[src/hw/prss_pkg.sv]
// Constants and types for the protection relay self-supervision block
// Operation
// - The block continuously watches supply, hardware, software, binary input wiring and sensors, and compares live switches with the stored setup.
// - With no fault present the power indicator is lit and the system-failure output is energized.
// - Any supervised fault or supply failure releases the system-failure output and lights the error indicator.
// - A failed sensor channel puts the block in error mode, blinks its indicator and blocks only that channel.
// - When a sensor fault goes away the failure status clears by itself, re-energizing the output and darkening the error indicator.
// - Disconnected sensors keep the block in error mode until restored while connected sensors stay in use.
// - A switch setting that differs from the stored setup raises a failure alarm while the stored settings stay in force.
// - A settings-mismatch alarm clears only after the set button is held continuously for two seconds.
// - A two-second hold starts auto-configuration, storing the connected sensors and binary input lines as reference.
// - A newly connected sensor not in the stored setup lights the error indicator and blinks its channel indicator.
// - Current above 0.2 times nominal marks the switchgear energized and enables open transformer supervision.
// - One or two phases at zero while the others stay above 0.2 times nominal raise an open transformer alarm.
// - An open transformer alarm releases the failure output, lights the error indicator and blinks the phase indicators.
// - The failure output stays released until the block is healthy again and only then re-energizes.
// - The second fast output also carries a sync pulse for remote light relays without disturbing its other use.
package prss_pkg;
  // ----------------------------------------
  // Timing
  // ----------------------------------------
  localparam int CLK_MHZ = 250;
  localparam int HOLD_MS = 2000;
  localparam int HOLD_CYC = HOLD_MS * 1000 * CLK_MHZ;
  localparam int BLINK_MS = 250;
  localparam int BLINK_CYC = BLINK_MS * 1000 * CLK_MHZ;
  localparam int SYNC_MS = 10;
  localparam int SYNC_CYC = SYNC_MS * 1000 * CLK_MHZ;
  localparam int SYNC_PULSE_CYC = 1;
  // ----------------------------------------
  // Sizes and thresholds
  // ----------------------------------------
  localparam int NUM_SENS = 4;
  localparam int NUM_BIN = 2;
  localparam int NUM_SW = 16;
  localparam int NUM_PH = 3;
  localparam int CUR_W = 16;
  // Threshold is 0.2 x nominal: compare 5*I against nominal
  localparam int THR_MUL = 5;
  localparam logic [CUR_W-1:0] CUR_ZERO = 16'h0000;
  typedef enum logic [1:0] {PRSS_IDLE, PRSS_TIMING, PRSS_DONE} prss_btn_t;
endpackage

[src/hw/prss_top.sv]
// Self-supervision core: fault collection, failure output, indicators, auto-config
module prss_top
  import prss_pkg::*;
#(
  parameter int HOLD = HOLD_CYC,
  parameter int BLINK = BLINK_CYC,
  parameter int SYNC_PERIOD = SYNC_CYC,
  parameter int NS = NUM_SENS,
  parameter int NB = NUM_BIN,
  parameter int NW = NUM_SW,
  parameter int CW = CUR_W
) (
  input wire logic CLOCK,
  input wire logic RSTN,
  input wire logic CE,
  input wire logic SUPPLY_OK,
  input wire logic HW_FAULT,
  input wire logic SW_FAULT,
  input wire logic [NS-1:0] SENSOR_PRESENT,
  input wire logic [NS-1:0] SENSOR_FAULT,
  input wire logic [NS-1:0] SENSOR_LIGHT,
  input wire logic [NB-1:0] BIN_CONNECTED,
  input wire logic [NW-1:0] SWITCHES,
  input wire logic SET_BUTTON,
  input wire logic [CW-1:0] PHASE_CURRENT_A,
  input wire logic [CW-1:0] PHASE_CURRENT_B,
  input wire logic [CW-1:0] PHASE_CURRENT_C,
  input wire logic [CW-1:0] NOMINAL_CURRENT,
  input wire logic FAST_OUTPUT_TWO_REQ,
  output logic SYSTEM_FAIL_OUTPUT,
  output logic POWER_LED,
  output logic ERROR_LED,
  output logic [NS-1:0] SENSOR_LED,
  output logic [NUM_PH-1:0] PHASE_LED,
  output logic [NS-1:0] SENSOR_ENABLE,
  output logic [NW-1:0] ACTIVE_SWITCHES,
  output logic [NS-1:0] STORED_SENSORS,
  output logic [NB-1:0] STORED_BINARY,
  output logic SETTINGS_ALARM,
  output logic OPEN_CT_ALARM,
  output logic ENERGIZED,
  output logic FAST_OUTPUT_TWO
);
  localparam int BW = $clog2(BLINK + 1);
  localparam int YW = $clog2(SYNC_PERIOD + 1);

  // ----------------------------------------
  // Stored configuration and settings alarm
  // ----------------------------------------
  logic [NS-1:0] ref_sens_q;
  logic [NB-1:0] ref_bin_q;
  logic [NW-1:0] ref_sw_q;
  logic cfg_alarm_q;
  logic cfg_alarm_d;
  logic [NS-1:0] ref_sens_d;
  logic [NB-1:0] ref_bin_d;
  logic [NW-1:0] ref_sw_d;
  logic hold_fire;

  prss_button #(.HOLD(HOLD)) u_button (
    .clock(CLOCK),
    .rstn(RSTN),
    .ce(CE),
    .pressed(SET_BUTTON),
    .fire(hold_fire)
  );

  wire sw_mismatch = (SWITCHES != ref_sw_q);

  always_comb begin
    ref_sens_d = ref_sens_q;
    ref_bin_d = ref_bin_q;
    ref_sw_d = ref_sw_q;
    cfg_alarm_d = cfg_alarm_q;
    // Mismatch latches alarm; stored settings kept
    if (sw_mismatch) begin
      cfg_alarm_d = 1'b1;
    end
    // Hold stores sensors, inputs and switches
    if (hold_fire) begin
      ref_sens_d = SENSOR_PRESENT;
      ref_bin_d = BIN_CONNECTED;
      ref_sw_d = SWITCHES;
      // Alarm cleared only by a full hold
      cfg_alarm_d = 1'b0;
    end
  end

  always_ff @(posedge CLOCK) begin
    if (!RSTN) begin
      ref_sens_q <= '0;
      ref_bin_q <= '0;
      ref_sw_q <= '0;
      cfg_alarm_q <= 1'b0;
    end else if (CE) begin
      ref_sens_q <= ref_sens_d;
      ref_bin_q <= ref_bin_d;
      ref_sw_q <= ref_sw_d;
      cfg_alarm_q <= cfg_alarm_d;
    end
  end

  // ----------------------------------------
  // Fault sources
  // ----------------------------------------
  logic ct_energized;
  logic ct_open;
  prss_opent #(.W(CW)) u_opent (
    .cur_a(PHASE_CURRENT_A),
    .cur_b(PHASE_CURRENT_B),
    .cur_c(PHASE_CURRENT_C),
    .nominal(NOMINAL_CURRENT),
    .energized(ct_energized),
    .open_alarm(ct_open)
  );

  wire [NS-1:0] sens_bad = ref_sens_q & (SENSOR_FAULT | ~SENSOR_PRESENT);
  wire [NS-1:0] sens_new = SENSOR_PRESENT & ~ref_sens_q;
  wire bin_bad = |(ref_bin_q & ~BIN_CONNECTED);
  // Error stays while any stored sensor missing
  wire sens_err = |(sens_bad | sens_new);
  // Any active source keeps output released
  wire any_fault = !SUPPLY_OK || HW_FAULT || SW_FAULT || bin_bad || sens_err ||
                   cfg_alarm_q || ct_open;

  // ----------------------------------------
  // Failure output and indicators
  // ----------------------------------------
  logic fail_q;
  logic [BW-1:0] blink_cnt_q;
  logic blink_q;
  wire blink_wrap = (blink_cnt_q == BW'(BLINK - 1));

  always_ff @(posedge CLOCK) begin
    if (!RSTN) begin
      fail_q <= 1'b1;
      blink_cnt_q <= '0;
      blink_q <= 1'b0;
    end else if (CE) begin
      fail_q <= any_fault;
      blink_cnt_q <= blink_wrap ? '0 : blink_cnt_q + BW'(1);
      blink_q <= blink_wrap ? ~blink_q : blink_q;
    end
  end

  assign POWER_LED = SUPPLY_OK;
  // Clears by itself when cause gone, except the latched settings alarm
  assign SYSTEM_FAIL_OUTPUT = !fail_q;
  assign ERROR_LED = fail_q;
  // Blink faulty or new channel, follow SENSOR_LIGHT otherwise
  assign SENSOR_LED = ({NS{blink_q}} & (sens_bad | sens_new)) |
                      (SENSOR_LIGHT & ~(sens_bad | sens_new));
  // Blink phase indicators on open transformer
  assign PHASE_LED = {NUM_PH{blink_q & ct_open}};
  assign SENSOR_ENABLE = ref_sens_q & SENSOR_PRESENT & ~SENSOR_FAULT;
  assign ACTIVE_SWITCHES = ref_sw_q;
  assign STORED_SENSORS = ref_sens_q;
  assign STORED_BINARY = ref_bin_q;
  assign SETTINGS_ALARM = cfg_alarm_q;
  assign OPEN_CT_ALARM = ct_open;
  assign ENERGIZED = ct_energized;

  // ----------------------------------------
  // Sync pulse on second fast output
  // ----------------------------------------
  // Sync is a short pulse while idle; an active request always wins so trips are never cut
  logic [YW-1:0] sync_cnt_q;
  logic fast2_q;
  wire sync_wrap = (sync_cnt_q == YW'(SYNC_PERIOD - 1));
  wire sync_hit = (sync_cnt_q < YW'(SYNC_PULSE_CYC));

  always_ff @(posedge CLOCK) begin
    if (!RSTN) begin
      sync_cnt_q <= '0;
      fast2_q <= 1'b0;
    end else if (CE) begin
      sync_cnt_q <= sync_wrap ? '0 : sync_cnt_q + YW'(1);
      fast2_q <= FAST_OUTPUT_TWO_REQ | sync_hit;
    end
  end
  assign FAST_OUTPUT_TWO = fast2_q;
endmodule

[src/hw/prss_button.sv]
// Set button hold timer: one pulse per continuous press reaching the hold time
module prss_button
  import prss_pkg::*;
#(
  parameter int HOLD = HOLD_CYC
) (
  input wire logic clock,
  input wire logic rstn,
  input wire logic ce,
  input wire logic pressed,
  output logic fire
);
  localparam int CW = $clog2(HOLD + 1);
  prss_btn_t st_q, st_d;
  logic [CW-1:0] cnt_q, cnt_d;
  wire at_end = (cnt_q == CW'(HOLD - 1));

  always_comb begin
    st_d = st_q;
    cnt_d = cnt_q;
    fire = 1'b0;
    unique case (st_q)
      PRSS_IDLE: begin
        cnt_d = '0;
        if (pressed) begin
          st_d = PRSS_TIMING;
        end
      end
      PRSS_TIMING: begin
        if (!pressed) begin
          st_d = PRSS_IDLE;
        end else if (at_end) begin
          st_d = PRSS_DONE;
          fire = ce;
        end else begin
          cnt_d = cnt_q + CW'(1);
        end
      end
      PRSS_DONE: begin
        if (!pressed) begin
          st_d = PRSS_IDLE;
        end
      end
    endcase
  end

  always_ff @(posedge clock) begin
    if (!rstn) begin
      st_q <= PRSS_IDLE;
      cnt_q <= '0;
    end else if (ce) begin
      st_q <= st_d;
      cnt_q <= cnt_d;
    end
  end
endmodule

[src/hw/prss_opent.sv]
// Open current transformer check on the three phase currents
module prss_opent
  import prss_pkg::*;
#(
  parameter int W = CUR_W
) (
  input wire logic [W-1:0] cur_a,
  input wire logic [W-1:0] cur_b,
  input wire logic [W-1:0] cur_c,
  input wire logic [W-1:0] nominal,
  output logic energized,
  output logic open_alarm
);
  localparam int PW = W + 3;
  logic [NUM_PH-1:0] above, zero;
  always_comb begin
    above[0] = (PW'(cur_a) * PW'(THR_MUL)) > PW'(nominal);
    above[1] = (PW'(cur_b) * PW'(THR_MUL)) > PW'(nominal);
    above[2] = (PW'(cur_c) * PW'(THR_MUL)) > PW'(nominal);
    zero[0] = (cur_a == W'(CUR_ZERO));
    zero[1] = (cur_b == W'(CUR_ZERO));
    zero[2] = (cur_c == W'(CUR_ZERO));
  end
  assign energized = |above;
  // Some phases zero, all others above
  assign open_alarm = energized && (|zero) && ((zero | above) == {NUM_PH{1'b1}});
endmodule

[config.mk]
export PLATFORM = sky130hd
export DESIGN_NAME = prss_top
export DESIGN_NICKNAME = d
export VERILOG_FILES = /design/src/hw/prss_pkg.sv /design/src/hw/prss_top.sv /design/src/hw/prss_button.sv /design/src/hw/prss_opent.sv
export SDC_FILE = /design/constraint.sdc
export NUM_CORES = 1
export LEC_CHECK = 0
export BUFFER_PORTS_ARGS = -buffer_cell sky130_fd_sc_hd__buf_2
export CORE_UTILIZATION = 40
export CTS_BUF_LIST = sky130_fd_sc_hd__clkbuf_16
export DETAILED_ROUTE_END_ITERATION = 6
export GPL_TIMING_DRIVEN = 0
export HOLD_SLACK_MARGIN = 0.03
export PLACE_DENSITY = 0.62
export SLEW_MARGIN = 20
export SYNTH_ARGS = -nofsm -noshare
export SYNTH_HDL_FRONTEND = slang
export SYNTH_SLANG_ARGS = --single-unit
[constraint.sdc]
create_clock -name CLOCK -period 6.64 [get_ports CLOCK]
set_clock_uncertainty 0.1 [all_clocks]
set_input_delay 0.332 -clock CLOCK [delete_from_list [all_inputs] [get_ports CLOCK]]
set_output_delay 0.332 -clock CLOCK [all_outputs]
set_load 0.01 [all_outputs]
**After elaboration in Yosys (flattened, before gate mapping)**

Index checks and enable logic that the tools add are counted.

- Bits in registers: 105
- Word-level logic and storage cells: 92

- Add/subtract/negate cells: 3
- Multiply operators: 3
- $lt $le $gt $ge: 4
- Eq/ne operators: 12
- Muxes and demuxes: 15
- Bitwise operators: 19
- Reductions and logical operators: 25

Operators with widths:

| cell | count |
|---|---|
| two-way mux 29 bit | 2 |
| one-hot mux 29 bit (2 select lines) | 1 |
| greater-than comparator 19 x 16 -> 1 bit | 3 |
| multiplier 16 x 3 -> 19 bit, second input constant | 3 |
| logical NOT 16 bit | 3 |
| adder 29 x 1 -> 29 bit, second input constant | 1 |
| equality test 29 bit, second input constant | 1 |
| adder 26 x 1 -> 26 bit, second input constant | 1 |
| equality test 26 bit, second input constant | 1 |
| two-way mux 26 bit | 1 |
| AND 4 bit | 6 |
| adder 22 x 1 -> 22 bit, second input constant | 1 |
| equality test 22 bit, second input constant | 1 |
| less-than comparator 22 x 1 -> 1 bit, second input constant | 1 |
| two-way mux 22 bit | 1 |
| inequality test 16 bit | 1 |
| inverter 4 bit | 4 |
| OR 4 bit | 3 |
| two-way mux 2 bit | 4 |
| inequality test 2 bit, second input constant | 4 |
| AND reduction 4 bit | 2 |
| logical OR 1 bit | 6 |
| one-hot mux 2 bit (3 select lines) | 1 |
| AND reduction 2 bit | 3 |
| other kinds (18) | 26 |

**Depth between registers and ports, before layout**

Gate-level depths: netlist (run 1).

- Depth in word-level cells: 8
- Mapped depth: 22
- Depth with buffers taken out: 21

**Cells and area by module**

A second synthesis (run 1) with hierarchy kept.

- Cell total of the unflattened synthesis: 1,166
- Area total of the unflattened synthesis: 9,406.5 µm²

By module, submodules not included:

| module | times used | cells each | area an instance (µm²) | sequential area each (µm²) |
|---|---|---|---|---|
| prss_opent | 1 | 474 | 3,734.8 | 0.0 |
| prss_top | 1 | 451 | 3,714.8 | 1,481.4 |
| prss_button | 1 | 241 | 1,956.9 | 620.6 |

**Worst setup path after synthesis (run 1)**

OpenSTA, ideal clock, no wires.

- Path kind: input -> output
- Start: input port PHASE_CURRENT_B[1]
- End: output port PHASE_LED[1]
- Data arrival time: 4.592 ns
- Setup slack: 1.616 ns
- Stages on the path: 19
- Buffers on the path: 1
- Cell sequence: ha_1 -> ha_1 -> fa_1 -> a211oi_1 -> nor2_1 -> o41a_1 -> a41o_1 -> a21o_1 -> a21oi_1 -> xnor2_1 -> ha_1 -> nand2_1 -> or2_0 -> or4_1 -> o2bb2a_1 -> a31oi_1 -> nor3_1 -> and4b_1 -> buf_4

- Longest elaborated chain between the ends: 6
- Elaborated cells between the ends (all ways): 10

RTL lines:

| item | RTL line | RTL |
|---|---|---|
| start: declaration | prss_top.sv:26 | `input wire logic [CW-1:0] PHASE_CURRENT_B,` |
| multiplier 16 x 3 -> 19 bit | prss_opent.sv:18 | `above[1] = (PW'(cur_b) * PW'(THR_MUL)) > PW'(nominal);` |
| greater-than comparator 19 x 16 -> 1 bit | prss_opent.sv:18 |  |
| OR 3 bit or OR reduction 3 bit (tied branches) | prss_opent.sv:26, prss_opent.sv:24 |  |
| equality test 3 bit or logical AND 1 bit (tied branches) | prss_opent.sv:26 | `assign open_alarm = energized && (\|zero) && ((zero \| above) == {NUM_PH{1'b1}});` |
| logical AND 1 bit (*) | prss_opent.sv:26 |  |
| AND 1 bit (*) | prss_top.sv:154 | `assign PHASE_LED = {NUM_PH{blink_q & ct_open}};` |
| end: declaration | prss_top.sv:34 | `output logic [NUM_PH-1:0] PHASE_LED,` |

Mark *: on every way between the ends. The rest lies on a longest branch, timed or not.

**Final worst setup path (run 1)**

Same ends and word-level chain as after synthesis.

==> results of run 1 <==
worst reg2reg max path, delay by kind of cell (launching register included):
kind                       cells  cell delay [ns]
buffers and inverters          2             0.70
and+or+nand+nor                5             1.15
adders and majority gates      1             0.19
DFF                            1             0.39
registers in the layout (all words and copies together) (netlist names):
signal and count:
STORED_BINARY 2, FAST_OUTPUT_TWO 1, blink_q 1, SETTINGS_ALARM 1, ACTIVE_SWITCHES 16, sync_cnt_q 22
u_button.st_q 2, u_button.cnt_q 29, ERROR_LED 1, STORED_SENSORS 4, blink_cnt_q 26
worst paths after layout:
| path | endpoint | depth (start not counted) | slack [ns] | startpoint |
|---|---|---|---|---|
| min | STORED_BINARY[0] | 3 | 0.14 | BIN_CONNECTED[0] |
| max | PHASE_LED[1] | 21 | 1.03 | PHASE_CURRENT_B[1] |
| max reg2reg | blink_cnt_q[22] | 8 | 3.97 | blink_cnt_q[0] |
| min reg2reg | sync_cnt_q[12] | 2 | 0.40 | sync_cnt_q[12] |
cell families (layout without fill, tap and decap cells):
kind of cell / Yosys count / count (layout) / synth area share [%]
AOI/OAI and AO/OA: 198 / 198 / 14.4
xor gates and xnor gates: 102 / 102 / 10.2
adders and majority gates: 142 / 142 / 20.6
buffers and inverters: 71 / 227 / 3.36
DFF: 105 / 105 / 24.0
muxes: 32 / 32 / 3.73
other: 0 / 1 / 0
and+or+nand+nor: 400 / 400 / 23.7
routing by layer:
layer | track usage (%) | wire length (um) | share of wire (%)
met1 | 26.7 | 10600 | 50
met2 | 30.3 | 9350 | 44
met4 | 2.53 | 100 | 0.47
met5 | 0 | 0 | 0
met3 | 2.99 | 1120 | 5.3
power by group through the flow:
| stage | clock [uW] | sequential [uW] | combinational [uW] |
|---|---|---|---|
| after floorplan | 0 | 652 | 398 |
| after global placement | 0 | 653 | 539 |
| after detailed placement | 0 | 653 | 547 |
| after CTS | 493 | 638 | 551 |
| after global routing | 522 | 639 | 626 |
| final | 479 | 638 | 552 |
cells in the mapped netlist (all sizes together), types with 3 or more instances:
library cell  instances  area share (%)
a2111oi               3            0.30
a211oi               24             2.1
a21boi                3            0.26
a21o                 12             1.0
a21oi                65             3.7
a31oi                 4            0.46
and2                  4            0.29
and3                 14             1.0
and3b                 4            0.40
and4                  3            0.30
buf                  10            0.74
clkbuf               12            0.51
dfxtp               105              24
fa                    3            0.69
ha                  139              20
inv                  49             2.1
mux2                  5            0.64
mux2i                27             3.1
nand2                54             2.3
nand2b                7            0.50
nand3                38             2.2
nand3b                3            0.26
nand4                35             2.5
nor2                128             5.5
nor2b                21             1.5
nor3                 16             1.1
nor4                 27             1.9
o2111ai               3            0.30
o211ai                5            0.43
o21a                  7            0.60
o21ai                44             2.6
o21bai               10            0.86
o22ai                 3            0.29
or2                   9            0.67
or3                  22             1.6
or4                   4            0.39
xnor2                46             4.6
xor2                 56             5.6
layout make-up:
class / count / area [um^2] / area share, %
Multi-Input combinational cell: 874 / 6350 / 63.1
Sequential cell: 105 / 2100 / 20.9
Timing Repair Buffer: 141 / 706 / 7.01
Tap cell: 275 / 344 / 3.42
Clock buffer: 9 / 225 / 2.24
Inverter: 49 / 184 / 1.83
Buffer: 22 / 110 / 1.09
Clock inverter: 6 / 37.5 / 0.373
Antenna cell: 1 / 2.50 / 0.0249
metrics by stage:
| step | power [uW] | area (um^2) | worst slack (ns) | hold WS, ns | util [%] |
|---|---|---|---|---|---|
| finish | 1670 | 10100 | 1.03 | 0.136 | 47.4 |
| global route | 1790 | 10100 | 0.659 | 0.160 | 47.4 |
| CTS | 1680 | 10100 | 1.01 | 0.131 | 47.4 |
| detailed placement | 1200 | 9800 | 1.02 | 0.396 | 46.2 |
| global placement | 1190 | 9800 | 1.08 | 0.384 | 46.2 |
| floorplan | 1050 | 8750 | 1.62 | 0.363 | - |
==> flow_summary.json, run 1 <==
{
  "ys_seq_area_share_pct": 24.0,
  "synthFlopType": "dfxtp_1",
  "pwr-share-seq_pct": 38.2,
  "root_buffer": "clkbuf_16",
  "ant_nets": 0,
  "crit_family": "compound AO/OA/AOI/OAI gates",
  "ys_seq_elements": 105,
  "fin_crit_ns": 5.61,
  "clk_latency_ns": 0.34,
  "detail_route.wirelength_mm": 21.2,
  "die_height_um": 150,
  "viasPerCell": 5.34,
  "power_frac_clock_pct": 28.7,
  "path_buf_inv": 3,
  "p_int_uw": 1120,
  "startpoint_type": "primary input",
  "filler_cell_count": 2116,
  "switchingPower_uw": 545,
  "power.density_nw_per_um2": 166,
  "grt_pass1_wl_mm": 34.4,
  "cap_violations": 0,
  "ir_drop_uv": 95.2,
  "hold_class": "primary input to flop",
  "cts_hold_buffers": 0,
  "layout_commonest_cell": "buf_2",
  "critical-path-slowest-cell": "or4_1",
  "syn_area_um2": 8750,
  "grt_overflow": 0,
  "cts_inserted_buffers": 9,
  "postCtsSetupBuffers": 0,
  "drc_errors": 0,
  "finalCritPeriodShare_pct": 84.5,
  "crit_fanout": 3,
  "routabilityCongestion": 0.871,
  "final_hold_viol_count": 0,
  "hpwl_mm": 17.3,
  "wl_per_cell_um": 14.3,
  "synthArstFlopShare_pct": 0,
  "fmax_mhz": 178,
  "slew_headroom_pct": 53.8,
  "drt_iter0_markers": 372,
  "ys.warnings.count": 0,
  "htree_levels": 3,
  "worstMarginPinSlew_ns": 0.687,
  "critical_path.endpoint_type": "output port",
  "synthCells": 1050,
  "track_usage_pct": 18.8,
  "cts_sinks": 105,
  "synth-edff-count": 0,
  "stdcell_count": 1482,
  "dieArea_um2": 22500,
  "cts_tree": "yes",
  "clock_path_buffers": 2,
  "pwr-share-comb_pct": 33.1,
  "antenna_found_initial": 0,
  "setup_violations": 0,
  "core-area_um2": 21200,
  "run_status": "completed",
  "power.static_leakage_uw": 0.00452,
  "layout_common_cells": "buf_2 (145), ha_1 (139), nor2_1 (128)",
  "slew_violations": 0,
  "cpMostUsedCell": "ha_1",
  "cp_cell_sequence": "buf_2, ha_1, ha_1, fa_1, a211oi_1, nor2_1, o41a_1, a41o_1, a21o_1, a21oi_1, xnor2_1, ha_1, nand2_1, or2_0, or4_1, o2bb2a_1, a31oi_1, nor3_1, and4b_1, buf_4, buf_2",
  "worst-setup-path-type": "primary input to output port",
  "path_clk_slew_ns": 0.07,
  "cpPeakStageDelay_ns": 0.51,
  "pin_count": 142,
  "ys_types": 74,
  "nNetsFinal": 1446,
  "grt_pass1_vias": 7118,
  "tns_ns": 0,
  "syn_nets": 1294,
  "syn-mean-instance-area_um2": 8.33,
  "rsz0062_at_grt": "no",
  "required_ns": 6.21,
  "row_count": 53,
  "dp.cells": 1466,
  "crit_arrival_ns": 5.18,
  "grt_max_degree": 17,
  "first_pass_iters": 5,
  "portBuffers": 141,
  "netSwitchingFraction_pct": 32.7,
  "cts_resized": 0,
  "drive_gt1_share_pct": 15.2,
  "die_w_um": 150,
  "vias": 7920,
  "start_util_pct": 41.2,
  "syn_to_final_growth_pct": 15.0
}
No activity file was read; power rests on OpenSTA's default activity.
==> run 2, diff against run 1 <==
--- a/config.mk
+++ b/config.mk
@@ -11,7 +11,7 @@
 export DETAILED_ROUTE_END_ITERATION = 6
 export GPL_TIMING_DRIVEN = 0
 export HOLD_SLACK_MARGIN = 0.03
-export PLACE_DENSITY = 0.62
+export PLACE_DENSITY = 0.64
 export SLEW_MARGIN = 20
 export SYNTH_ARGS = -nofsm -noshare
 export SYNTH_HDL_FRONTEND = slang
==> constraint.sdc (replaced) <==
create_clock -name CLOCK -period 4.8 [get_ports CLOCK]
set_clock_uncertainty 0.1 [all_clocks]
set_input_delay 0.24 -clock CLOCK [delete_from_list [all_inputs] [get_ports CLOCK]]
set_output_delay 0.24 -clock CLOCK [all_outputs]
set_load 0.01 [all_outputs]
==> flow_summary.json, run 2 (synthesis gave the netlist of run 1 again) <==
{
  "r2r_end": "blink_cnt_q[22]",
  "track_usage_pct": 20.2,
  "rsz0062_at_grt": "yes",
  "power.static_leakage_uw": 0.00467,
  "grt_max_degree": 17,
  "power.density_nw_per_um2": 244,
  "dieArea_um2": 22500,
  "viasPerCell": 5.38,
  "final_hold_viol_count": 0,
  "die_height_um": 150,
  "cts_tree": "yes",
  "syn_to_final_growth_pct": 19.9,
  "stdcell_count": 1495,
  "htree_levels": 3,
  "fmax_mhz": 210,
  "startpoint": "PHASE_CURRENT_B[1]",
  "drt_iter0_markers": 329,
  "critical_path.endpoint_type": "output port",
  "hold_class": "primary input to flop",
  "finalCritPeriodShare_pct": 99.0,
  "portBuffers": 141,
  "worst_slack_ns": 0.0486,
  "drc_errors": 0,
  "layout_common_cells": "buf_2 (141), ha_1 (132), nor2_1 (128)",
  "reg.largest.list": "u_button.cnt_q x29, blink_cnt_q x26, sync_cnt_q x22",
  "ir_drop_uv": 194,
  "required_ns": 4.46,
  "multiInputGateArea_um2": 6570,
  "crit_fanout": 3,
  "grt_overflow": 0,
  "grt_pass1_vias": 7393,
  "tns_ns": 0,
  "detail_route.wirelength_mm": 22.4,
  "clock_path_buffers": 2,
  "r2r_setup_slack_ns": 2.08,
  "cap_violations": 0,
  "rr_startpoint": "blink_cnt_q[0]",
  "slew_violations": 0,
  "slew_headroom_pct": 54.0,
  "row_count": 53,
  "wl_per_cell_um": 15.0,
  "fin_crit_ns": 4.75,
  "seqCellArea_um2": 2100,
  "vias": 8049,
  "critical_path.endpoint": "PHASE_LED[1]",
  "setup_violations": 0,
  "run_status": "completed",
  "filler_cell_count": 2110,
  "cts_sinks": 105,
  "die_w_um": 150,
  "nNetsFinal": 1460,
  "startpoint_type": "primary input",
  "worstMarginPinSlew_ns": 0.683,
  "worst-setup-path-type": "primary input to output port",
  "start_util_pct": 41.2,
  "hpwl_mm": 17.8,
  "power.total_uw": 2560,
  "clk_latency_ns": 0.35,
  "dp.cells": 1466,
  "core-area_um2": 21200,
  "largest_reg_flops": 29,
  "worstRegToRegCells": 8,
  "first_pass_iters": 5,
  "cts_inserted_buffers": 9,
  "post-route-cell-area_um2": 10500,
  "drive_gt1_share_pct": 18.9,
  "largest-register": "u_button.cnt_q",
  "crit_arrival_ns": 4.41,
  "path_clk_slew_ns": 0.07,
  "pre_cts_slack_ns": -0.560,
  "ant_nets": 0,
  "diodes": 0,
  "antenna_found_initial": 0,
  "pin_count": 142,
  "grt_pass1_wl_mm": 36.3,
  "layout_commonest_cell": "buf_2",
  "root_buffer": "clkbuf_16",
  "place_area_um2": 9800,
  "routabilityCongestion": 0.893
}
==> run 2: changes by cell type in the layout (fill, tap and decap cells not counted), moves of 5 or more <==
cell      change
a211oi_2      +5
buf_4        +12
ha_4          +6
a211oi_1      -5
ha_1          -7
a21oi_2       +5
a21oi_1       -5
==> run 2: what timing repair did <==
action,CTS,global route
endpoints found under the hold margin,1,0
gates resized for setup,21,31
setup endpoints to repair,5,5
hold buffers,1,0
buffers inserted,6,7
pin swaps,21,18
cloned,0,0
==> run 2: critical path: stages <==
cell      delay, ns
buf_12         0.10
ha_4           0.23
ha_4           0.16
fa_2           0.37
a211oi_2       0.19
nor2_1         0.07
o41a_1         0.34
a41o_1         0.21
a21o_1         0.16
a21oi_2        0.16
xnor2_2        0.08
ha_1           0.32
nand2_2        0.06
or2_1          0.22
or4_4          0.43
o2bb2a_4       0.24
a31oi_4        0.09
nor3_2         0.17
and4b_2        0.28
buf_4          0.14
buf_2          0.13
==> run 2: worst min path at each step <==
stage | cells after the start | slack [ns] | endpoint | startpoint
global placement | 2 | 0.39 | blink_cnt_q[19] | blink_cnt_q[19]
finish | 3 | 0.05 | STORED_BINARY[0] | BIN_CONNECTED[0]
detailed placement | 2 | 0.39 | blink_cnt_q[19] | blink_cnt_q[19]
CTS | 3 | 0.03 | STORED_SENSORS[1] | SENSOR_PRESENT[1]
floorplan | 2 | 0.28 | ACTIVE_SWITCHES[13] | SWITCHES[13]
global route | 3 | 0.06 | ACTIVE_SWITCHES[4] | SWITCHES[4]
==> run 2: final cells by class <==
| type | instances | area share (%) |
|---|---|---|
| multi-input combinational | 874 | 62.6 |
| inverter | 49 | 1.75 |
| timing repair buffer | 155 | 8.07 |
| tap | 275 | 3.28 |
| buffer | 22 | 1.08 |
| clock buffer | 9 | 2.15 |
| clock inverter | 6 | 1.03 |
| sequential | 105 | 20.0 |
==> run 2: routing by layer <==
| layer | global-route usage, % | routed length, um | share of wire (%) | vias to the layer above |
|---|---|---|---|---|
| li1 | - | - | - | 4156 |
| met1 | 28.0 | 11100 | 50 | 3739 |
| met2 | 33.0 | 10100 | 45 | 141 |
| met3 | 3.26 | 924 | 4.1 | 13 |
| met4 | 3.48 | 189 | 0.84 | 0 |
| met5 | 0 | 0 | 0 | - |
==> run 2: report_power, final <==
| group | internal [uW] | total [uW] | switching (uW) |
|---|---|---|---|
| combinational | 382 | 853 | 471 |
| sequential | 877 | 883 | 6.33 |
| clock | 505 | 825 | 320 |
| total | 1760 | 2560 | 797 |
==> run 2: stage by stage <==
stage / utilization, % / hold WS, ns
floorplan: - / 0.284
global placement: 46.2 / 0.385
detailed placement: 46.2 / 0.393
CTS: 48.5 / 0.0312
global route: 49.5 / 0.0606
finish: 49.5 / 0.0465
==> run 3, diff against run 2 <==
--- a/config.mk
+++ b/config.mk
@@ -6,12 +6,13 @@
 export NUM_CORES = 1
 export LEC_CHECK = 0
 export BUFFER_PORTS_ARGS = -buffer_cell sky130_fd_sc_hd__buf_2
+export CORE_MARGIN = 5
 export CORE_UTILIZATION = 40
 export CTS_BUF_LIST = sky130_fd_sc_hd__clkbuf_16
 export DETAILED_ROUTE_END_ITERATION = 6
 export GPL_TIMING_DRIVEN = 0
 export HOLD_SLACK_MARGIN = 0.03
-export PLACE_DENSITY = 0.64
+export PLACE_DENSITY_LB_ADDON = 0.08
 export SLEW_MARGIN = 20
 export SYNTH_ARGS = -nofsm -noshare
 export SYNTH_HDL_FRONTEND = slang
==> flow_summary.json, run 3 (synthesis gave the netlist of run 1 again) <==
{
  "slew_violations": 0,
  "fmax_mhz": 207,
  "cpPeakStageDelay_ns": 0.52,
  "crit_fanout": 3,
  "layout_commonest_cell": "buf_2",
  "run_status": "complete, but fails checks",
  "viasPerCell": 5.29,
  "pwr-share-seq_pct": 36.0,
  "ant_nets": 0,
  "hp-start": "BIN_CONNECTED[1]",
  "path_clk_slew_ns": 0.07,
  "failed_checks": "negative setup slack",
  "setup_violations": 3,
  "nNetsFinal": 1459,
  "detail_route.wirelength_mm": 23.1,
  "cts_inserted_buffers": 9,
  "final_hold_viol_count": 0,
  "portBuffers": 141,
  "cts_hold_buffers": 0,
  "drive_gt1_share_pct": 18.5,
  "dieArea_um2": 24900,
  "rsz0062_at_grt": "yes",
  "filler_cell_count": 2196,
  "hold_class": "primary input to flop",
  "worstMarginPinSlew_ns": 0.685,
  "track_usage_pct": 18.4,
  "hpwl_mm": 19.0,
  "cts_tree": "yes",
  "rr_startpoint": "blink_cnt_q[0]",
  "power.density_nw_per_um2": 237,
  "grt_overflow": 0,
  "grt_pass1_wl_mm": 37.6,
  "slew_headroom_pct": 54.3,
  "pwr-share-comb_pct": 33.9,
  "drt_iter0_markers": 308,
  "start_util_pct": 40.3,
  "antenna_found_initial": 2,
  "layout_common_cells": "buf_2 (142), ha_1 (134), nor2_1 (126)",
  "worst-setup-path-type": "primary input to output port",
  "fin_crit_ns": 4.84,
  "drc_errors": 0,
  "netSwitchingFraction_pct": 32.5,
  "required_ns": 4.46,
  "critical-path-slowest-cell": "or4b_1",
  "wl_per_cell_um": 15.4,
  "critical_path.endpoint_type": "output port",
  "grt_pass1_vias": 7570,
  "largest-register": "u_button.cnt_q",
  "clk_latency_ns": 0.34,
  "clock_path_buffers": 2,
  "power_frac_clock_pct": 30.2,
  "die_w_um": 158,
  "grt_max_degree": 18,
  "power.static_leakage_uw": 0.00464,
  "vias": 7932,
  "crit_arrival_ns": 4.50,
  "ir_drop_uv": 153,
  "switchingPower_uw": 798,
  "syn_to_final_growth_pct": 18.6,
  "row_count": 54,
  "power.total_uw": 2460,
  "p_int_uw": 1660,
  "first_pass_iters": 4,
  "reg.largest.list": "u_button.cnt_q x29, blink_cnt_q x26, sync_cnt_q x22",
  "startpoint_type": "primary input",
  "pin_count": 142,
  "largest_reg_flops": 29,
  "startpoint": "PHASE_CURRENT_B[3]",
  "crit_family": "compound AO/OA/AOI/OAI gates",
  "cap_violations": 0,
  "cp_cell_sequence": "buf_6, ha_4, ha_4, fa_2, a211oi_2, nor2_2, o41a_1, a41o_1, a21o_1, a21oi_2, xnor2_1, ha_1, nand2_1, or2_1, or4_4, o2bb2a_4, buf_4, nand2_1, or4b_1, buf_2",
  "core-area_um2": 21700,
  "routabilityCongestion": 0.793,
  "htree_levels": 3,
  "root_buffer": "clkbuf_16",
  "finalCritPeriodShare_pct": 101,
  "cts_sinks": 105,
  "die_height_um": 158,
  "utilization_pct": 47.8,
  "worst_slack_ns": -0.0403,
  "path_buf_inv": 3
}
==> run 3: per-layer routing <==
layer | GRT usage, % | part of all wire [%] | vias up | wire, um
met1 | 27.1 | 51 | 3663 | 11800
met5 | 0 | 0.048 | - | 11
met2 | 29.4 | 45 | 101 | 10500
li1 | - | - | 4150 | -
met3 | 2.24 | 3.1 | 16 | 715
met4 | 2.46 | 0.83 | 2 | 193
==> run 3: worst reg2reg max path, cell delays in order, from the launching register on <==
cell	delay (ns)
dfxtp_1	0.40
ha_1	0.20
and4_1	0.27
nand3_1	0.14
nor4_1	0.56
nand2b_1	0.18
clkbuf_1	0.33
clkbuf_1	0.40
nor2_1	0.10
==> run 3: worst paths after layout <==
path                           end  slack [ns]  depth (start not counted)
setup / recovery         ENERGIZED       -0.04                         20
hold / removal    STORED_BINARY[1]        0.05                          3
setup reg to reg    blink_cnt_q[6]        2.01                          8
hold reg to reg    blink_cnt_q[19]        0.41                          2
==> run 3: area by class of cell <==
| cell class | instances | area [um^2] | area share, % |
|---|---|---|---|
| multi-input cells | 874 | 6510 | 62.8 |
| clock buffers | 9 | 225 | 2.17 |
| repair buffers | 154 | 822 | 7.92 |
| flip-flops and latches | 105 | 2100 | 20.3 |
| well taps | 280 | 350 | 3.38 |
| diodes | 1 | 2.50 | 0.0241 |
| plain buffers | 22 | 110 | 1.06 |
| inverters | 49 | 184 | 1.77 |
| clock inverters | 6 | 66.3 | 0.639 |
==> run 3: repair_timing <==
action | in CTS | in global routing
resized for setup | 25 | 14
pin swaps | 21 | 17
setup endpoints to repair | 5 | 5
setup buffers | 9 | 5
==> run 3: metrics by stage <==
step | instance area, um^2 | setup WS, ns | hold slack (ns) | setup TNS, ns | cells
finish | 10400 | -0.0403 | 0.0545 | -0.0954 | 1500
global route | 10400 | -0.250 | 0.0572 | -0.828 | 1500
CTS | 10300 | 0.0134 | 0.0411 | 0 | 1494
detailed placement | 9810 | -0.611 | 0.395 | -2.77 | 1471
global placement | 9810 | -0.603 | 0.387 | -2.82 | 1471
floorplan | 8750 | 0.0105 | 0.284 | 0 | 1050
==> run 3: power groups by stage <==
| stage | logic, uW | registers [uW] | clock network [uW] |
|---|---|---|---|
| floorplan | 551 | 902 | 0 |
| global placement | 757 | 903 | 0 |
| detailed placement | 763 | 903 | 0 |
| CTS | 806 | 883 | 765 |
| global route | 949 | 884 | 806 |
| finish | 832 | 883 | 740 |
